--- src/rtl/pcis_cfg.svh ---
// constants for the pin control and interrupt status block
// assumes registers reached by word index, byte address = index * 4
`ifndef PCIS_CFG_SVH
`define PCIS_CFG_SVH

// ****************************************
// register indices
// ****************************************
`define PCIS_IDX_W          8
`define PCIS_IDX_LSB        2
`define PCIS_IDX_PIN_CFG    8'h0b
`define PCIS_IDX_PIN_B_CTRL 8'h0e
`define PCIS_IDX_STATUS     8'h10
`define PCIS_IDX_IRQ_CFG    8'h12
`define PCIS_IDX_MASK       8'h13

// ****************************************
// field positions
// ****************************************
`define PCIS_DIR_BIT        15
`define PCIS_PULL_HI        14
`define PCIS_PULL_LO        13
`define PCIS_MODE_BIT       12
`define PCIS_INV_BIT        10
`define PCIS_LVL_BIT        5
`define PCIS_FN_HI          3
`define PCIS_FN_LO          0
`define PCIS_ST_TEMP        15
`define PCIS_ST_PIN_B       13
`define PCIS_ST_PIN_A       12
`define PCIS_ST_REG_LOW     0
`define PCIS_SEL_BIT        0
`define PCIS_REQ_MASK_BIT   0
`define PCIS_REG_W          16

// ****************************************
// reset values and encodings
// ****************************************
`define PCIS_DIR_RST        1'b1
`define PCIS_PULL_RST       2'b10
`define PCIS_PULL_DOWN      2'b01
`define PCIS_PULL_UP        2'b10
`define PCIS_FN_RST         4'h0
`define PCIS_REQ_MASK_RST   1'b1
`define PCIS_RESP_OKAY      2'b00
`define PCIS_RESP_SLVERR    2'b10

`endif

--- src/rtl/pcis_pkg.sv ---
// types shared by the pin control and interrupt status block
// assumes pcis_cfg.svh supplies the numeric constants
package pcis_pkg;

    // pin role codes
    typedef enum logic [3:0] {
        PCIS_FN_LOGIC_IN  = 4'h0,
        PCIS_FN_EDGE_IN   = 4'h1,
        PCIS_FN_CLOCK_OUT = 4'h2,
        PCIS_FN_IRQ_OUT   = 4'h3,
        PCIS_FN_TEMP_OUT  = 4'h7,
        PCIS_FN_DMIC_CLK  = 4'h9,
        PCIS_FN_LOGIC_OUT = 4'ha,
        PCIS_FN_REG_LOW   = 4'hb
    } pcis_fn_e;

    typedef enum logic [2:0] {
        PCIS_BUS_IDLE = 3'b001,
        PCIS_BUS_TAKE = 3'b010,
        PCIS_BUS_RESP = 3'b100
    } pcis_bus_e;

endpackage : pcis_pkg

--- src/rtl/pcis_sync.sv ---
// two flop synchroniser for asynchronous levels
// assumes inputs may change at any time relative to clk
`timescale 1ns/1ps
module pcis_sync #(
    parameter int WIDTH = 1
) (
    // clock and reset
    input  wire logic             clk,
    input  wire logic             rst,
    // levels
    input  wire logic [WIDTH-1:0] din,
    output logic      [WIDTH-1:0] dout
);

    logic [WIDTH-1:0] meta;

    // meta feeds only the second stage
    always_ff @(posedge clk) begin
        if (rst) begin
            meta <= '0;
            dout <= '0;
        end else begin
            meta <= din;
            dout <= meta;
        end
    end

endmodule : pcis_sync

--- src/rtl/pcis_flag.sv ---
// sticky event flag, cleared by a status read
// assumes set and clear are single-clock signals in the clk domain
`timescale 1ns/1ps
module pcis_flag (
    // clock and reset
    input  wire logic clk,
    input  wire logic rst,
    // control
    input  wire logic set,
    input  wire logic clear,
    output logic      flag
);

    // set wins so an event in the read cycle is not lost
    always_ff @(posedge clk) begin
        if (rst) begin
            flag <= 1'b0;
        end else begin
            flag <= set | (flag & ~clear);
        end
    end

endmodule : pcis_flag

--- src/rtl/pcis_top.sv ---
// second general pin control and system interrupt status, AXI4-Lite slave
// assumes one clock, synchronous reset, pin and alert inputs asynchronous
//
// Register access over AXI4-Lite was decided locally.
`timescale 1ns/1ps
`include "pcis_cfg.svh"
module pcis_top
    import pcis_pkg::*;
#(
    parameter int ADDR_W = 12
) (
    // clock and reset
    input  wire logic              CLK,
    input  wire logic              SYS_RST,
    // axi4-lite write address and data
    input  wire logic [ADDR_W-1:0] AWADDR,
    input  wire logic              AWVALID,
    output logic                   AWREADY,
    input  wire logic [31:0]       WDATA,
    input  wire logic [3:0]        WSTRB,
    input  wire logic              WVALID,
    output logic                   WREADY,
    // axi4-lite write response
    output logic [1:0]             BRESP,
    output logic                   BVALID,
    input  wire logic              BREADY,
    // axi4-lite read
    input  wire logic [ADDR_W-1:0] ARADDR,
    input  wire logic              ARVALID,
    output logic                   ARREADY,
    output logic [31:0]            RDATA,
    output logic [1:0]             RRESP,
    output logic                   RVALID,
    input  wire logic              RREADY,
    // second general pin pad
    input  wire logic              PIN_B_IN,
    output logic                   PIN_B_OUT,
    output logic                   PIN_B_OE,
    output logic                   PIN_B_PULL_UP,
    output logic                   PIN_B_PULL_DOWN,
    // event sources and role signals
    input  wire logic              TEMP_ALERT,
    input  wire logic              REG_LOW_ALERT,
    input  wire logic              PIN_A_EVENT,
    input  wire logic              CLK_OUT_SRC,
    input  wire logic              DMIC_CLK_SRC,
    // interrupt request
    output logic                   IRQ
);

    // ****************************************
    // register state
    // ****************************************
    logic                     pin_b_direction;
    logic [1:0]               pin_b_pull_select;
    logic                     pin_b_edge_mode;
    logic                     pin_b_invert;
    logic                     pin_b_level;
    logic [3:0]               pin_b_function;
    logic                     pin_select;
    logic                     request_output_mask;
    logic                     mask_temp;
    logic                     pin_b_event_mask;
    logic                     mask_pin_a;
    logic                     mask_reg_low;
    pcis_bus_e                wr_state;
    pcis_bus_e                rd_state;

    // ****************************************
    // decode and synchronisers
    // ****************************************
    logic [`PCIS_IDX_W-1:0]   wr_idx;
    logic [`PCIS_IDX_W-1:0]   rd_idx;
    logic                     wr_en;
    logic                     rd_en;
    logic                     wr_lo;
    logic                     wr_hi;
    logic                     status_clear;
    logic [2:0]               sync_out;
    logic                     pin_sync;
    logic                     temp_sync;
    logic                     reg_low_sync;
    logic                     pin_prev;
    logic                     temp_prev;
    logic                     reg_low_prev;

    assign wr_idx       = AWADDR[`PCIS_IDX_LSB +: `PCIS_IDX_W];
    assign rd_idx       = ARADDR[`PCIS_IDX_LSB +: `PCIS_IDX_W];
    assign wr_en        = (wr_state == PCIS_BUS_TAKE);
    assign rd_en        = (rd_state == PCIS_BUS_TAKE);
    assign wr_lo        = wr_en & WSTRB[0];
    assign wr_hi        = wr_en & WSTRB[1];
    assign status_clear = rd_en & (rd_idx == `PCIS_IDX_STATUS);

    pcis_sync #(
        .WIDTH (3)
    ) u_sync (
        .clk  (CLK),
        .rst  (SYS_RST),
        .din  ({PIN_B_IN, TEMP_ALERT, REG_LOW_ALERT}),
        .dout (sync_out)
    );
    assign pin_sync     = sync_out[2];
    assign temp_sync    = sync_out[1];
    assign reg_low_sync = sync_out[0];

    always_ff @(posedge CLK) begin
        if (SYS_RST) begin
            pin_prev     <= 1'b0;
            temp_prev    <= 1'b0;
            reg_low_prev <= 1'b0;
        end else begin
            pin_prev     <= pin_sync;
            temp_prev    <= temp_sync;
            reg_low_prev <= reg_low_sync;
        end
    end

    // ****************************************
    // pin control register
    // ****************************************
    always_ff @(posedge CLK) begin
        if (SYS_RST) begin
            pin_b_direction   <= `PCIS_DIR_RST;
            pin_b_pull_select <= `PCIS_PULL_RST;
            pin_b_edge_mode   <= 1'b0;
            pin_b_invert      <= 1'b0;
            pin_b_level       <= 1'b0;
            pin_b_function    <= `PCIS_FN_RST;
        end else if (wr_idx == `PCIS_IDX_PIN_B_CTRL) begin
            if (wr_hi) begin
                pin_b_direction   <= WDATA[`PCIS_DIR_BIT];
                pin_b_pull_select <= WDATA[`PCIS_PULL_HI:`PCIS_PULL_LO];
                pin_b_edge_mode   <= WDATA[`PCIS_MODE_BIT];
                pin_b_invert      <= WDATA[`PCIS_INV_BIT];
            end
            if (wr_lo) begin
                pin_b_level    <= WDATA[`PCIS_LVL_BIT];
                pin_b_function <= WDATA[`PCIS_FN_HI:`PCIS_FN_LO];
            end
        end
    end

    // the select bit only ever goes to one; reset alone returns it
    always_ff @(posedge CLK) begin
        if (SYS_RST) begin
            pin_select <= 1'b0;
        end else if (wr_lo && wr_idx == `PCIS_IDX_PIN_CFG && WDATA[`PCIS_SEL_BIT]) begin
            pin_select <= 1'b1;
        end
    end

    // ****************************************
    // mask registers
    // ****************************************
    always_ff @(posedge CLK) begin
        if (SYS_RST) begin
            request_output_mask <= `PCIS_REQ_MASK_RST;
        end else if (wr_lo && wr_idx == `PCIS_IDX_IRQ_CFG) begin
            request_output_mask <= WDATA[`PCIS_REQ_MASK_BIT];
        end
    end

    always_ff @(posedge CLK) begin
        if (SYS_RST) begin
            mask_temp        <= 1'b0;
            pin_b_event_mask <= 1'b0;
            mask_pin_a       <= 1'b0;
            mask_reg_low     <= 1'b0;
        end else if (wr_idx == `PCIS_IDX_MASK) begin
            if (wr_hi) begin
                mask_temp        <= WDATA[`PCIS_ST_TEMP];
                pin_b_event_mask <= WDATA[`PCIS_ST_PIN_B];
                mask_pin_a       <= WDATA[`PCIS_ST_PIN_A];
            end
            if (wr_lo) begin
                mask_reg_low <= WDATA[`PCIS_ST_REG_LOW];
            end
        end
    end

    // ****************************************
    // edge detection and sticky flags
    // ****************************************
    logic       lvl_now;
    logic       lvl_prev;
    logic       pin_rise;
    logic       pin_fall;
    logic       pin_b_edge;
    logic [3:0] flag_set;
    logic [3:0] flags;
    logic [3:0] flag_mask;
    logic       irq_req;

    // edges seen after inversion; both samples use the current invert bit, so toggling it fakes none
    assign lvl_now  = pin_sync ^ pin_b_invert;
    assign lvl_prev = pin_prev ^ pin_b_invert;
    assign pin_rise = lvl_now & ~lvl_prev;
    assign pin_fall = ~lvl_now & lvl_prev;
    assign pin_b_edge = pin_select && pin_b_function == PCIS_FN_EDGE_IN
                        && (pin_b_edge_mode ? (pin_rise | pin_fall)
                                            : pin_rise);

    // order: regulator low, first pin, second pin, thermal
    assign flag_set  = {temp_sync & ~temp_prev, pin_b_edge, PIN_A_EVENT,
                        reg_low_sync & ~reg_low_prev};
    assign flag_mask = {mask_temp, pin_b_event_mask, mask_pin_a, mask_reg_low};

    genvar gi;
    generate
        for (gi = 0; gi < 4; gi++) begin : g_flag
            pcis_flag u_flag (
                .clk   (CLK),
                .rst   (SYS_RST),
                .set   (flag_set[gi]),
                .clear (status_clear),
                .flag  (flags[gi])
            );
        end
    endgenerate

    assign irq_req = ~request_output_mask & |(flags & ~flag_mask);

    always_ff @(posedge CLK) begin
        if (SYS_RST) begin
            IRQ <= 1'b0;
        end else begin
            IRQ <= irq_req;
        end
    end

    // ****************************************
    // pad drive
    // ****************************************
    // role clocks are retimed, so they reach the pad one cycle late
    always_ff @(posedge CLK) begin
        if (SYS_RST) begin
            PIN_B_OUT <= 1'b0;
        end else begin
            case (pin_b_function)
                PCIS_FN_LOGIC_OUT: PIN_B_OUT <= pin_b_level ^ pin_b_invert;
                PCIS_FN_CLOCK_OUT: PIN_B_OUT <= CLK_OUT_SRC ^ pin_b_invert;
                PCIS_FN_IRQ_OUT:   PIN_B_OUT <= irq_req ^ pin_b_invert;
                PCIS_FN_TEMP_OUT:  PIN_B_OUT <= temp_sync ^ pin_b_invert;
                PCIS_FN_DMIC_CLK:  PIN_B_OUT <= DMIC_CLK_SRC ^ pin_b_invert;
                PCIS_FN_REG_LOW:   PIN_B_OUT <= reg_low_sync ^ pin_b_invert;
                default:           PIN_B_OUT <= 1'b0;
            endcase
        end
    end

    always_ff @(posedge CLK) begin
        if (SYS_RST) begin
            PIN_B_OE        <= 1'b0;
            PIN_B_PULL_UP   <= 1'b0;
            PIN_B_PULL_DOWN <= 1'b0;
        end else begin
            PIN_B_OE        <= pin_select & ~pin_b_direction;
            PIN_B_PULL_UP   <= pin_select & (pin_b_pull_select == `PCIS_PULL_UP);
            PIN_B_PULL_DOWN <= pin_select & (pin_b_pull_select == `PCIS_PULL_DOWN);
        end
    end

    // ****************************************
    // axi4-lite write channel
    // ****************************************
    // address and data are taken together; the slave waits for both
    always_ff @(posedge CLK) begin
        if (SYS_RST) begin
            wr_state <= PCIS_BUS_IDLE;
            AWREADY  <= 1'b0;
            WREADY   <= 1'b0;
            BVALID   <= 1'b0;
            BRESP    <= `PCIS_RESP_OKAY;
        end else begin
            case (wr_state)
                PCIS_BUS_IDLE: if (AWVALID && WVALID) begin
                    AWREADY  <= 1'b1;
                    WREADY   <= 1'b1;
                    wr_state <= PCIS_BUS_TAKE;
                end
                PCIS_BUS_TAKE: begin
                    AWREADY  <= 1'b0;
                    WREADY   <= 1'b0;
                    BVALID   <= 1'b1;
                    // status is read-only, so a write there is an error
                    BRESP    <= (wr_idx == `PCIS_IDX_PIN_B_CTRL || wr_idx == `PCIS_IDX_PIN_CFG
                                 || wr_idx == `PCIS_IDX_IRQ_CFG || wr_idx == `PCIS_IDX_MASK)
                                ? `PCIS_RESP_OKAY : `PCIS_RESP_SLVERR;
                    wr_state <= PCIS_BUS_RESP;
                end
                PCIS_BUS_RESP: if (BREADY) begin
                    BVALID   <= 1'b0;
                    wr_state <= PCIS_BUS_IDLE;
                end
                default: wr_state <= PCIS_BUS_IDLE;
            endcase
        end
    end

    // ****************************************
    // axi4-lite read channel
    // ****************************************
    logic [`PCIS_REG_W-1:0] ctrl_view;
    logic [`PCIS_REG_W-1:0] status_view;

    always_comb begin
        ctrl_view                              = '0;
        ctrl_view[`PCIS_DIR_BIT]               = pin_b_direction;
        ctrl_view[`PCIS_PULL_HI:`PCIS_PULL_LO] = pin_b_pull_select;
        ctrl_view[`PCIS_MODE_BIT]              = pin_b_edge_mode;
        ctrl_view[`PCIS_INV_BIT]               = pin_b_invert;
        ctrl_view[`PCIS_LVL_BIT]               = lvl_now;
        ctrl_view[`PCIS_FN_HI:`PCIS_FN_LO]     = pin_b_function;
    end

    always_comb begin
        status_view                     = '0;
        status_view[`PCIS_ST_TEMP]      = flags[3];
        status_view[`PCIS_ST_PIN_B]     = flags[2];
        status_view[`PCIS_ST_PIN_A]     = flags[1];
        status_view[`PCIS_ST_REG_LOW]   = flags[0];
    end

    always_ff @(posedge CLK) begin
        if (SYS_RST) begin
            rd_state <= PCIS_BUS_IDLE;
            ARREADY  <= 1'b0;
            RVALID   <= 1'b0;
            RDATA    <= '0;
            RRESP    <= `PCIS_RESP_OKAY;
        end else begin
            case (rd_state)
                PCIS_BUS_IDLE: if (ARVALID) begin
                    ARREADY  <= 1'b1;
                    rd_state <= PCIS_BUS_TAKE;
                end
                PCIS_BUS_TAKE: begin
                    ARREADY  <= 1'b0;
                    RVALID   <= 1'b1;
                    RRESP    <= `PCIS_RESP_OKAY;
                    RDATA    <= '0;
                    case (rd_idx)
                        `PCIS_IDX_PIN_B_CTRL: RDATA[`PCIS_REG_W-1:0] <= ctrl_view;
                        `PCIS_IDX_STATUS:     RDATA[`PCIS_REG_W-1:0] <= status_view;
                        `PCIS_IDX_PIN_CFG:    RDATA[`PCIS_SEL_BIT] <= pin_select;
                        `PCIS_IDX_IRQ_CFG:    RDATA[`PCIS_REQ_MASK_BIT] <= request_output_mask;
                        `PCIS_IDX_MASK: begin
                            RDATA[`PCIS_ST_TEMP]    <= mask_temp;
                            RDATA[`PCIS_ST_PIN_B]   <= pin_b_event_mask;
                            RDATA[`PCIS_ST_PIN_A]   <= mask_pin_a;
                            RDATA[`PCIS_ST_REG_LOW] <= mask_reg_low;
                        end
                        default: RRESP <= `PCIS_RESP_SLVERR;
                    endcase
                    rd_state <= PCIS_BUS_RESP;
                end
                PCIS_BUS_RESP: if (RREADY) begin
                    RVALID   <= 1'b0;
                    rd_state <= PCIS_BUS_IDLE;
                end
                default: rd_state <= PCIS_BUS_IDLE;
            endcase
        end
    end
endmodule : pcis_top

--- config.mk ---
export PLATFORM = sky130hd
export DESIGN_NAME = pcis_top
export DESIGN_NICKNAME = d
export VERILOG_FILES = /design/src/rtl/pcis_pkg.sv /design/src/rtl/pcis_sync.sv /design/src/rtl/pcis_flag.sv /design/src/rtl/pcis_top.sv
export VERILOG_INCLUDE_DIRS = /design/src /design/src/rtl
export SDC_FILE = /design/constraint.sdc
export NUM_CORES = 1
export LEC_CHECK = 0
export ABC_AREA = 1
export BUFFER_PORTS_ARGS = -buffer_cell sky130_fd_sc_hd__buf_2
export CAP_MARGIN = 10
export CORE_ASPECT_RATIO = 1.1
export CORE_MARGIN = 2
export CORE_UTILIZATION = 42
export CTS_CLUSTER_SIZE = 8
export DETAILED_ROUTE_END_ITERATION = 12
export GPL_TIMING_DRIVEN = 0
export PLACE_DENSITY = 0.75
export SYNTH_ARGS = -nofsm -noshare
export SYNTH_HDL_FRONTEND = slang
export SYNTH_SLANG_ARGS = --single-unit
export TNS_END_PERCENT = 50
--- constraint.sdc ---
create_clock -name CLK -period 1.4 [get_ports CLK]
set_clock_uncertainty 0.1 [all_clocks]
set_input_delay 0.28 -clock CLK [delete_from_list [all_inputs] [get_ports CLK]]
set_output_delay 0.28 -clock CLK [all_outputs]
set_load 0.02 [all_outputs]
-- Yosys cells after proc, flatten, opt, wreduce, memory -nomap -nowiden
Cells that the tools add are included.
- bits in registers: 64
- bits of input ports: 73
- output and inout port bits: 46
- equal/unequal tests: 28
- muxes and demuxes: 23
- bitwise operators: 37
- reductions and logical operators: 25
- operators by type and width (cell ; number):
    8-bit by 5-bit equality test with 1-bit output, second input constant ; 5
    8-bit by 4-bit equality test with 1-bit output, second input constant ; 4
    2-bit AND reduction ; 10
    3-bit one-hot mux with 3 select lines ; 2
    1-bit bitwise AND ; 15
    4-bit equality test, second input constant ; 3
    3-bit two-way mux ; 4
    10-bit two-way mux ; 1
    4-bit by 2-bit equality test with 1-bit output, second input constant ; 2
    2-bit != test, second input constant ; 4
    1-bit one-hot mux with 2 select lines ; 4
    2-bit nonzero test ; 4
    1-bit bitwise XOR ; 8
    1-bit NOT ; 7
    3-bit by 1-bit equality test with 1-bit output, second input constant ; 2
    3-bit by 2-bit equality test with 1-bit output, second input constant ; 2
    3-bit equality test, second input constant ; 2
    1-bit logical AND ; 6
    1-bit two-way mux ; 6
    1-bit one-hot mux with 6 select lines ; 1
    2-bit one-hot mux with 3 select lines ; 1
    1-bit bitwise OR ; 5
    1-bit one-hot mux with 5 select lines ; 1
    5-bit OR reduction ; 1
    other kinds (10) ; 13

-- Logic depth before layout (Yosys ltp)
Gate-level depths: netlist of run 1.
- word-level depth: 7
- depth in mapped cells: 10

-- Modules after synthesis
A second synthesis of run 1 with hierarchy kept.
- cells, all modules: 370
- area total of the unflattened synthesis: 2695.1 um^2
- modules (own cells, without submodules) (module ; instances ; cells an instance ; area an instance (um^2) ; sequential area each (um^2)):
    pcis_top ; 1 ; 332 ; 2369.8 ; 920.9
    pcis_sync ; 1 ; 18 ; 165.2 ; 120.1
    pcis_flag ; 4 ; 5 ; 40.0 ; 20.0

-- Least setup slack after synthesis of run 1
Ideal clock, no wire load.
- path kind: register -> register
- start point: register pin_b_invert
- end point: register g_flag[2].u_flag.flag
- setup time: 0.070 ns
- arrival: 1.149 ns
- slack: 0.080 ns
- stages on the path, launching flop included: 6
- buffers on the path: 0
- path through: dfxtp_1 > xor2_1 > ha_1 > a21oi_1 > nand4_1 > a21oi_1
- cells in the longest elaborated chain, start to end: 7
- elaborated cells on any way between the ends: 10
- those cells by class: mux: 1; bitwise: 8; reduce/logical: 1
- RTL lines (what ; line ; RTL):
    from (decl) ; pcis_top.sv:57 ; logic pin_b_invert;
    from (signal assigned) ; pcis_top.sv:135 ; pin_b_invert <= WDATA[`PCIS_INV_BIT];
    1-bit bitwise XOR (on tied branches) ; pcis_top.sv:197, pcis_top.sv:196 ;
    1-bit NOT (on tied branches) ; pcis_top.sv:198, pcis_top.sv:199 ;
    1-bit bitwise AND (on tied branches) ; pcis_top.sv:198, pcis_top.sv:199 ;
    1-bit bitwise OR ; pcis_top.sv:201 ; && (pin_b_edge_mode ? (pin_rise | pin_fall)
    1-bit two-way mux (*) ; pcis_top.sv:201 ;
    1-bit logical AND (*) ; pcis_top.sv:201 ;
    1-bit bitwise OR (*) ; pcis_flag.sv:19 ; flag <= set | (flag & ~clear);
    to (signal assigned) ; pcis_flag.sv:19 ;
    to (decl) ; pcis_flag.sv:11 ; output logic flag
Every way passes the cells marked *; elsewhere a longest branch is shown, timed or not.
A chain may end at the register's enable or synchronous reset.

-- Final worst setup path of run 1
- start point: register wr_state[0]
- end point: register pin_b_level
- cells in the longest elaborated chain, start to end: 3
- RTL lines (what ; line ; RTL):
    from (decl) ; pcis_top.sv:66 ; pcis_bus_e wr_state;
    from (signal assigned) ; pcis_top.sv:270 ; wr_state <= PCIS_BUS_IDLE;
    from (signal assigned) ; pcis_top.sv:280 ; wr_state <= PCIS_BUS_TAKE;
    from (signal assigned) ; pcis_top.sv:290 ; wr_state <= PCIS_BUS_RESP;
    3-bit by 2-bit equality test with 1-bit output ; pcis_top.sv:89 ; assign wr_en = (wr_state == PCIS_BUS_TAKE);
    1-bit bitwise AND ; pcis_top.sv:91 ; assign wr_lo = wr_en & WSTRB[0];
    2-bit AND reduction (no line) ; - ;
    to (signal assigned) ; pcis_top.sv:138 ; pin_b_level <= WDATA[`PCIS_LVL_BIT];
    to (decl) ; pcis_top.sv:58 ; logic pin_b_level;
No other way between the ends.

==> results of run 1 <==
[cells in the final DEF (no fill, tap or decap), types with 3 or more instances in the layout]
master | synthesis | routed
a21oi_1 | 31 | 26
a21oi_2 | 0 | 5
buf_2 | 2 | 64
buf_4 | 26 | 38
clkbuf_1 | 4 | 4
clkbuf_8 | 0 | 5
conb_1 | 1 | 24
dfxtp_1 | 56 | 49
dfxtp_2 | 0 | 6
inv_1 | 48 | 45
nand2_1 | 61 | 60
nand2_2 | 2 | 3
nand3_1 | 41 | 40
nand4_1 | 5 | 5
nor2_1 | 41 | 40
nor2_4 | 2 | 3
nor3_1 | 11 | 11
o21ai_0 | 19 | 17
[stage by stage]
step           worst slack [ns]  std cells  area [um^2]
4_1_cts                 0.00275        547         3340
3_3_place_gp             -0.119        533         3140
2_1_floorplan            0.0804        391         2730
6_report                 0.0575        554         3450
5_1_grt                 -0.0461        554         3450
3_5_place_dp             -0.171        533         3140
[synthesized netlist by cell type]
master and count:
inv_1 48, nand3_1 41, nor3_4 1, nor3_1 11, nor2_2 2, nand2_1 61
ha_1 1, xnor2_1 1, o21a_1 1, buf_4 26, xor2_1 1, nand3b_1 1
a21oi_1 31, a31oi_1 1, o21ai_0 19, clkbuf_1 4, o211ai_1 2, conb_1 1
nor3_2 3, buf_2 2, nand2_2 2, clkinv_2 1, a211oi_1 1, dfxtp_1 56
inv_4 1, nand4_1 5, nand3_4 1, nor2_4 2, nor2_1 41
[worst max path at each step]
stage	from	to	cells past startpoint
3_5_place_dp	AWADDR[7]	pin_b_pull_select[0]$_SDFFE_PP0P_	9
5_1_grt	wr_state[0]$_SDFFE_PP1P_	pin_b_function[0]$_SDFFE_PP0P_	8
4_1_cts	pin_b_invert$_SDFFE_PP0P_	g_flag[2].u_flag.flag$_SDFF_PP0_	5
3_3_place_gp	AWADDR[7]	pin_b_pull_select[0]$_SDFFE_PP0P_	9
6_report	wr_state[0]$_SDFFE_PP1P_	pin_b_level$_SDFFE_PP0P_	8
2_1_floorplan	pin_b_invert$_SDFFE_PP0P_	g_flag[2].u_flag.flag$_SDFF_PP0_	5
[cell type report]
| cell class | count | area, um^2 | share of cell area, % |
|---|---|---|---|
| Buffer | 32 | 224 | 6.48 |
| Clock buffer | 5 | 68.8 | 1.99 |
| Clock inverter | 2 | 60.1 | 1.74 |
| Inverter | 50 | 194 | 5.61 |
| Multi-Input combinational cell | 253 | 1260 | 36.4 |
| Sequential cell | 56 | 1130 | 32.8 |
| Tap cell | 80 | 100 | 2.90 |
| Timing Repair Buffer | 76 | 419 | 12.1 |
[kinds of logic after synthesis]
group                    synth area share, %
buffers and inverters                   15.6
adder cells (fa/ha/maj)                0.473
XOR/XNOR                               0.662
other                                  0.142
AO/OA/AOI/OAI                           10.8
AND/OR/NAND/NOR                         30.0
flip-flops                              42.4
[flip-flops by register name, summed over array words and instances, names as in the netlist, 2 cells and up]
signal / count
RDATA: 10
g_flag.u_flag.flag: 4
pin_b_function: 4
pin_b_pull_select: 2
rd_state: 3
u_sync.dout: 3
u_sync.meta: 3
wr_state: 3
[critical path, cell delays in order, from the launching register on]
cell     delay (ns)
dfxtp_2        0.33
inv_2          0.07
nand3_4        0.12
nor2_4         0.16
inv_4          0.06
nor2_4         0.16
buf_4          0.13
o21ai_0        0.06
nor2_1         0.09
[timing repair]
item | 4_1_cts | 5_1_grt
endpoints found under the setup margin | 21 | 22
buffers inserted | 7 | 7
gates resized for setup | 7 | 22
pin swaps | 2 | 8
hold buffers | 0 | 0
gates cloned | 0 | 0
[power by group through the flow]
stage                     Clock [W]  Combinational (W)  Sequential, W
after floorplan                   0           0.000253        0.00172
after global placement            0           0.000386        0.00170
after detailed placement          0           0.000392        0.00170
after CTS                   0.00122           0.000405        0.00166
after global routing        0.00128           0.000467        0.00167
final                       0.00121           0.000420        0.00166
[per-layer routing]
layer / vias up / share of wire, %
li1: 1350 / -
met1: 1183 / 41
met2: 116 / 49
met3: 11 / 8.1
met4: 0 / 1.7
met5: - / 0
==> results.yml, run 1 <==
hold_path:
  min-delay-start: "REG_LOW_ALERT"
  hold_end: "u_sync.meta[0]$_SDFF_PP0_"
  hold_path_class: "in2reg"
  holdPathStages: 3
floorplanning:
  core_mm2: 0.00612
  die_h_um: 87.3
  die_area_mm2: 0.00695
  rows: 30
  initial_core_util_pct: 43.3
  ioPinCount: 119
  die_w_um: 79.7
pwr:
  power.share.clock_pct: 36.8
  p_sw_w: 0.000789
  p_comb_share_pct: 12.7
  power_leakage_nw: 1.71
  power_density_mw_per_mm2: 955
  p_total_w: 0.00330
  switching_share_pct: 23.9
  p_int_w: 0.00251
  seq_power_share_pct: 50.4
  peakVddDrop_uv: 536
critical_path:
  reg2reg_depth: 8
  r2r_start: "wr_state[0]$_SDFFE_PP1P_"
  cp_data_arrival_time_ns: 1.50
  rrSetupSlack_ns: 0.06
  crit_type: "reg2reg"
  worst-path-max-fanout: 6
  startpoint_type: "flip-flop"
  r2r-end: "pin_b_level$_SDFFE_PP0P_"
  end_kind: "flip-flop"
  required_ns: 1.55
detailed_routing:
  drt_pass1_iterations: 5
  routedWlPerCell_um: 11.3
  drc_errors: 0
  via_per_inst: 4.80
  first_iter_violations: 158
  wirelength_um: 6270
  postRouteAntennaNets: 0
  vias: 2660
placed_design:
  gp_congestion: 0.879
  io_buffers: 62
  hpwl_um: 4590
grt:
  overflow: 0
  antenna_found_initial: 0
  busiest_layer: "met2"
  grt_use_met2_pct: 30.6
  use_met3_pct: 3.42
  grt_pass1_wl_um: 9930
  grt.met1_usage_pct: 22.4
  groute.usage.overall_pct: 18.1
  grt_pass1_vias: 2305
  grt_max_degree: 17
clock_tree:
  clkTransAtPathRegs_ns: 0.09
  cts_root_buf: "clkbuf_8"
  cts_tree: "built"
  clock_path_buffers: 2
  clock-sinks: 56
  clock_latency_ns: 0.31
  htree_levels: 2
  numCtsBuffers: 5
timing:
  max_slew.worst_pin.slew_ns: 0.505
  fmax_ghz: 0.745
  setup_viol: 0
  layout_worst_path_cycle_share_pct: 95.9
  tns_ns: 0
  fin_crit_ns: 1.34
  rsz0062_at_grt: "yes"
  whs_ns: 0.0622
  maxSlewHeadroom_pct: 66.3
  timing.final.max_slew_violations: 0
  finalHoldViolations: 0
layout:
  fin_nets: 548
  fin_util_pct: 56.5
  fillCellCount: 588
  antenna_cells: 0
  layout-drive-gt1-share_pct: 30.6
  area_delta_synth_final_pct: 30.5
synth:
  synth_cells: 368
  synth_top_area_share_pct: 42.4
  yosysSeqAreaShare_pct: 42.4
  ys_ff_latch: 56
  synth_area_leaders: "dfxtp_1 42%, nand2_1 8.7%, nand3_1 7.8%"
  yosys_warnings: 0
  synthesis.area_mm2: 0.00265
  ys_types: 29
  postSynthAreaPerCell_um2: 7.19
  yosys.area.top_type: "dfxtp_1"
job:
  cap_viol_max_count: 0
status:
  status: "finished, final reports clean"
(Power assumes the default switching activity.)
==> run 2: changes to the inputs <==
--- a/config.mk
+++ b/config.mk
@@ -9,7 +9,7 @@
 export ABC_AREA = 1
 export BUFFER_PORTS_ARGS = -buffer_cell sky130_fd_sc_hd__buf_2
 export CAP_MARGIN = 10
-export CORE_ASPECT_RATIO = 1.1
+export CORE_ASPECT_RATIO = 1.5
 export CORE_MARGIN = 2
 export CORE_UTILIZATION = 42
 export CTS_CLUSTER_SIZE = 8
==> results.yml, run 2 (synthesis gave the netlist of run 1 again) <==
grt:
  antenna_found_initial: 0
  grt_pass1_wl_um: 10300
  overflow: 0
  grt_pass1_vias: 2324
  groute.usage.overall_pct: 19.6
  grt_max_degree: 17
hold_path:
  hold_path_class: "in2reg"
  hold_end: "u_sync.meta[2]$_SDFF_PP0_"
  min-delay-start: "PIN_B_IN"
  holdPathStages: 3
timing:
  fin_crit_ns: 1.34
  setup_viol: 0
  rsz0062_at_grt: "yes"
  layout_worst_path_cycle_share_pct: 95.6
  finalWorstSetupSlack_ns: 0.0619
  maxSlewHeadroom_pct: 57.2
  timing.final.max_slew_violations: 0
  finalHoldViolations: 0
  max_slew.worst_pin.slew_ns: 0.642
  fmax_ghz: 0.747
detailed_routing:
  postRouteAntennaNets: 0
  via_per_inst: 4.71
  first_iter_violations: 115
  routedWlPerCell_um: 12.1
  wirelength_um: 6580
  drt_pass1_iterations: 4
  vias: 2565
  drc_errors: 0
floorplanning:
  initial_core_util_pct: 43.2
  ioPinCount: 119
  core_mm2: 0.00613
  die_h_um: 101
  rows: 35
  die_w_um: 68.8
  die_area_mm2: 0.00696
critical_path:
  crit_type: "reg2reg"
  startpoint_type: "flip-flop"
  required_ns: 1.54
  path_delay_family: "flip-flops"
  rrSetupSlack_ns: 0.06
  cp_data_arrival_time_ns: 1.48
  r2r-end: "g_flag[2].u_flag.flag$_SDFF_PP0_"
  max_stage_delay_ns: 0.35
  crit_path_top_delay_cell: "dfxtp_2"
  reg2reg_depth: 5
  r2r_start: "u_sync.dout[2]$_SDFF_PP0_"
  crit_chain: "xor2_2, ha_1, a21oi_2, nand4_1, a21oi_1"
  path_buf_inv: 0
  worst-path-max-fanout: 2
  end_kind: "flip-flop"
placed_design:
  hpwl_um: 4970
  dpl_worst_slack_ns: -0.249
  gp_congestion: 0.864
  io_buffers: 62
pwr:
  power_leakage_nw: 1.66
  power_density_mw_per_mm2: 919
  p_total_w: 0.00312
  peakVddDrop_uv: 674
layout:
  antenna_cells: 0
  largest_reg_flops: 10
  regMostFlops: "RDATA"
  area_delta_synth_final_pct: 28.3
  seq_area_mm2: 0.00113
  fin_util_pct: 55.4
  fillCellCount: 597
  mostFrequentLayoutCell: "buf_2"
  fin_nets: 544
  final_cell_mix: "64 x buf_2, 60 x nand2_1, 48 x dfxtp_1"
  multi_input_area_mm2: 0.00124
  layout-drive-gt1-share_pct: 29.3
  top_regs: "RDATA (10), g_flag.u_flag.flag (4), pin_b_function (4)"
job:
  cap_viol_max_count: 0
clock_tree:
  clkTransAtPathRegs_ns: 0.10
  clock_latency_ns: 0.30
  cts_tree: "built"
  numCtsBuffers: 5
  cts_root_buf: "clkbuf_8"
  clock-sinks: 56
  htree_levels: 2
  cts_hold_buf: 0
  clock_path_buffers: 2
status:
  status: "finished, final reports clean"
-- run 2: cell types whose count changed in the layout (fill, tap and decap cells not counted), moves of 2 or more --
cell     delta
buf_4       -4
o21ai_1     +3
a21oi_1     +2
a21oi_2     -2
buf_6       -2
o21ai_0     -2
-- run 2: power breakdown --
part           switching, W  internal (W)
registers         0.0000282       0.00164
logic              0.000253      0.000167
clock network      0.000505      0.000532
total              0.000787       0.00234
-- run 2: repair_timing --
item	4_1_cts	5_1_grt
gates resized for setup	4	24
pin swaps	2	9
setup endpoints to repair	23	25
buffers inserted	3	7
-- run 2: metrics by stage --
stage	cell area, um^2	instances	TNS (ns)	hold slack [ns]
detailed placement	3140	527	-4.09	0.297
floorplan	2730	391	0	0.280
finish	3400	545	0	0.0728
global placement	3140	527	-3.15	0.291
global route	3400	545	-0.0939	0.0932
CTS	3290	538	-0.104	0.0632
-- run 2: worst max-delay path by stage --
stage / startpoint / to / slack, ns / depth (start not counted)
final: u_sync.dout[2]$_SDFF_PP0_ / g_flag[2].u_flag.flag$_SDFF_PP0_ / 0.06 / 5
after global routing: pin_b_invert$_SDFFE_PP0P_ / g_flag[2].u_flag.flag$_SDFF_PP0_ / -0.05 / 5
after CTS: wr_state[2]$_SDFFE_PP0P_ / pin_b_function[0]$_SDFFE_PP0P_ / -0.03 / 8
after detailed placement: rd_state[2]$_SDFFE_PP0P_ / g_flag[0].u_flag.flag$_SDFF_PP0_ / -0.25 / 4
after global placement: ARADDR[2] / RDATA[0]$_SDFFE_PP0P_ / -0.22 / 10
after floorplan: pin_b_invert$_SDFFE_PP0P_ / g_flag[2].u_flag.flag$_SDFF_PP0_ / 0.08 / 5
-- run 2: layout make-up --
type                            instances  area share (%)
Timing Repair Buffer                   72            11.7
Clock buffer                            6            2.14
Sequential cell                        56            33.4
Multi-Input combinational cell        253            36.5
Inverter                               50            5.82
Tap cell                               74            2.73
Clock inverter                          2            1.03
Buffer                                 32            6.71
-- run 2: worst register-to-register path: stages, from the launching register on --
cell     delay, ns
dfxtp_2       0.35
xor2_2        0.18
ha_1          0.29
a21oi_2       0.16
nand4_1       0.09
a21oi_1       0.12
-- run 2: per-layer routing --
metal | vias up | global-route usage, % | share of wire [%]
met5 | - | 0 | 0
met4 | 0 | 9.65 | 3.1
met3 | 16 | 2.22 | 5.1
met2 | 83 | 34.5 | 52
met1 | 1121 | 22.9 | 40
li1 | 1345 | - | -
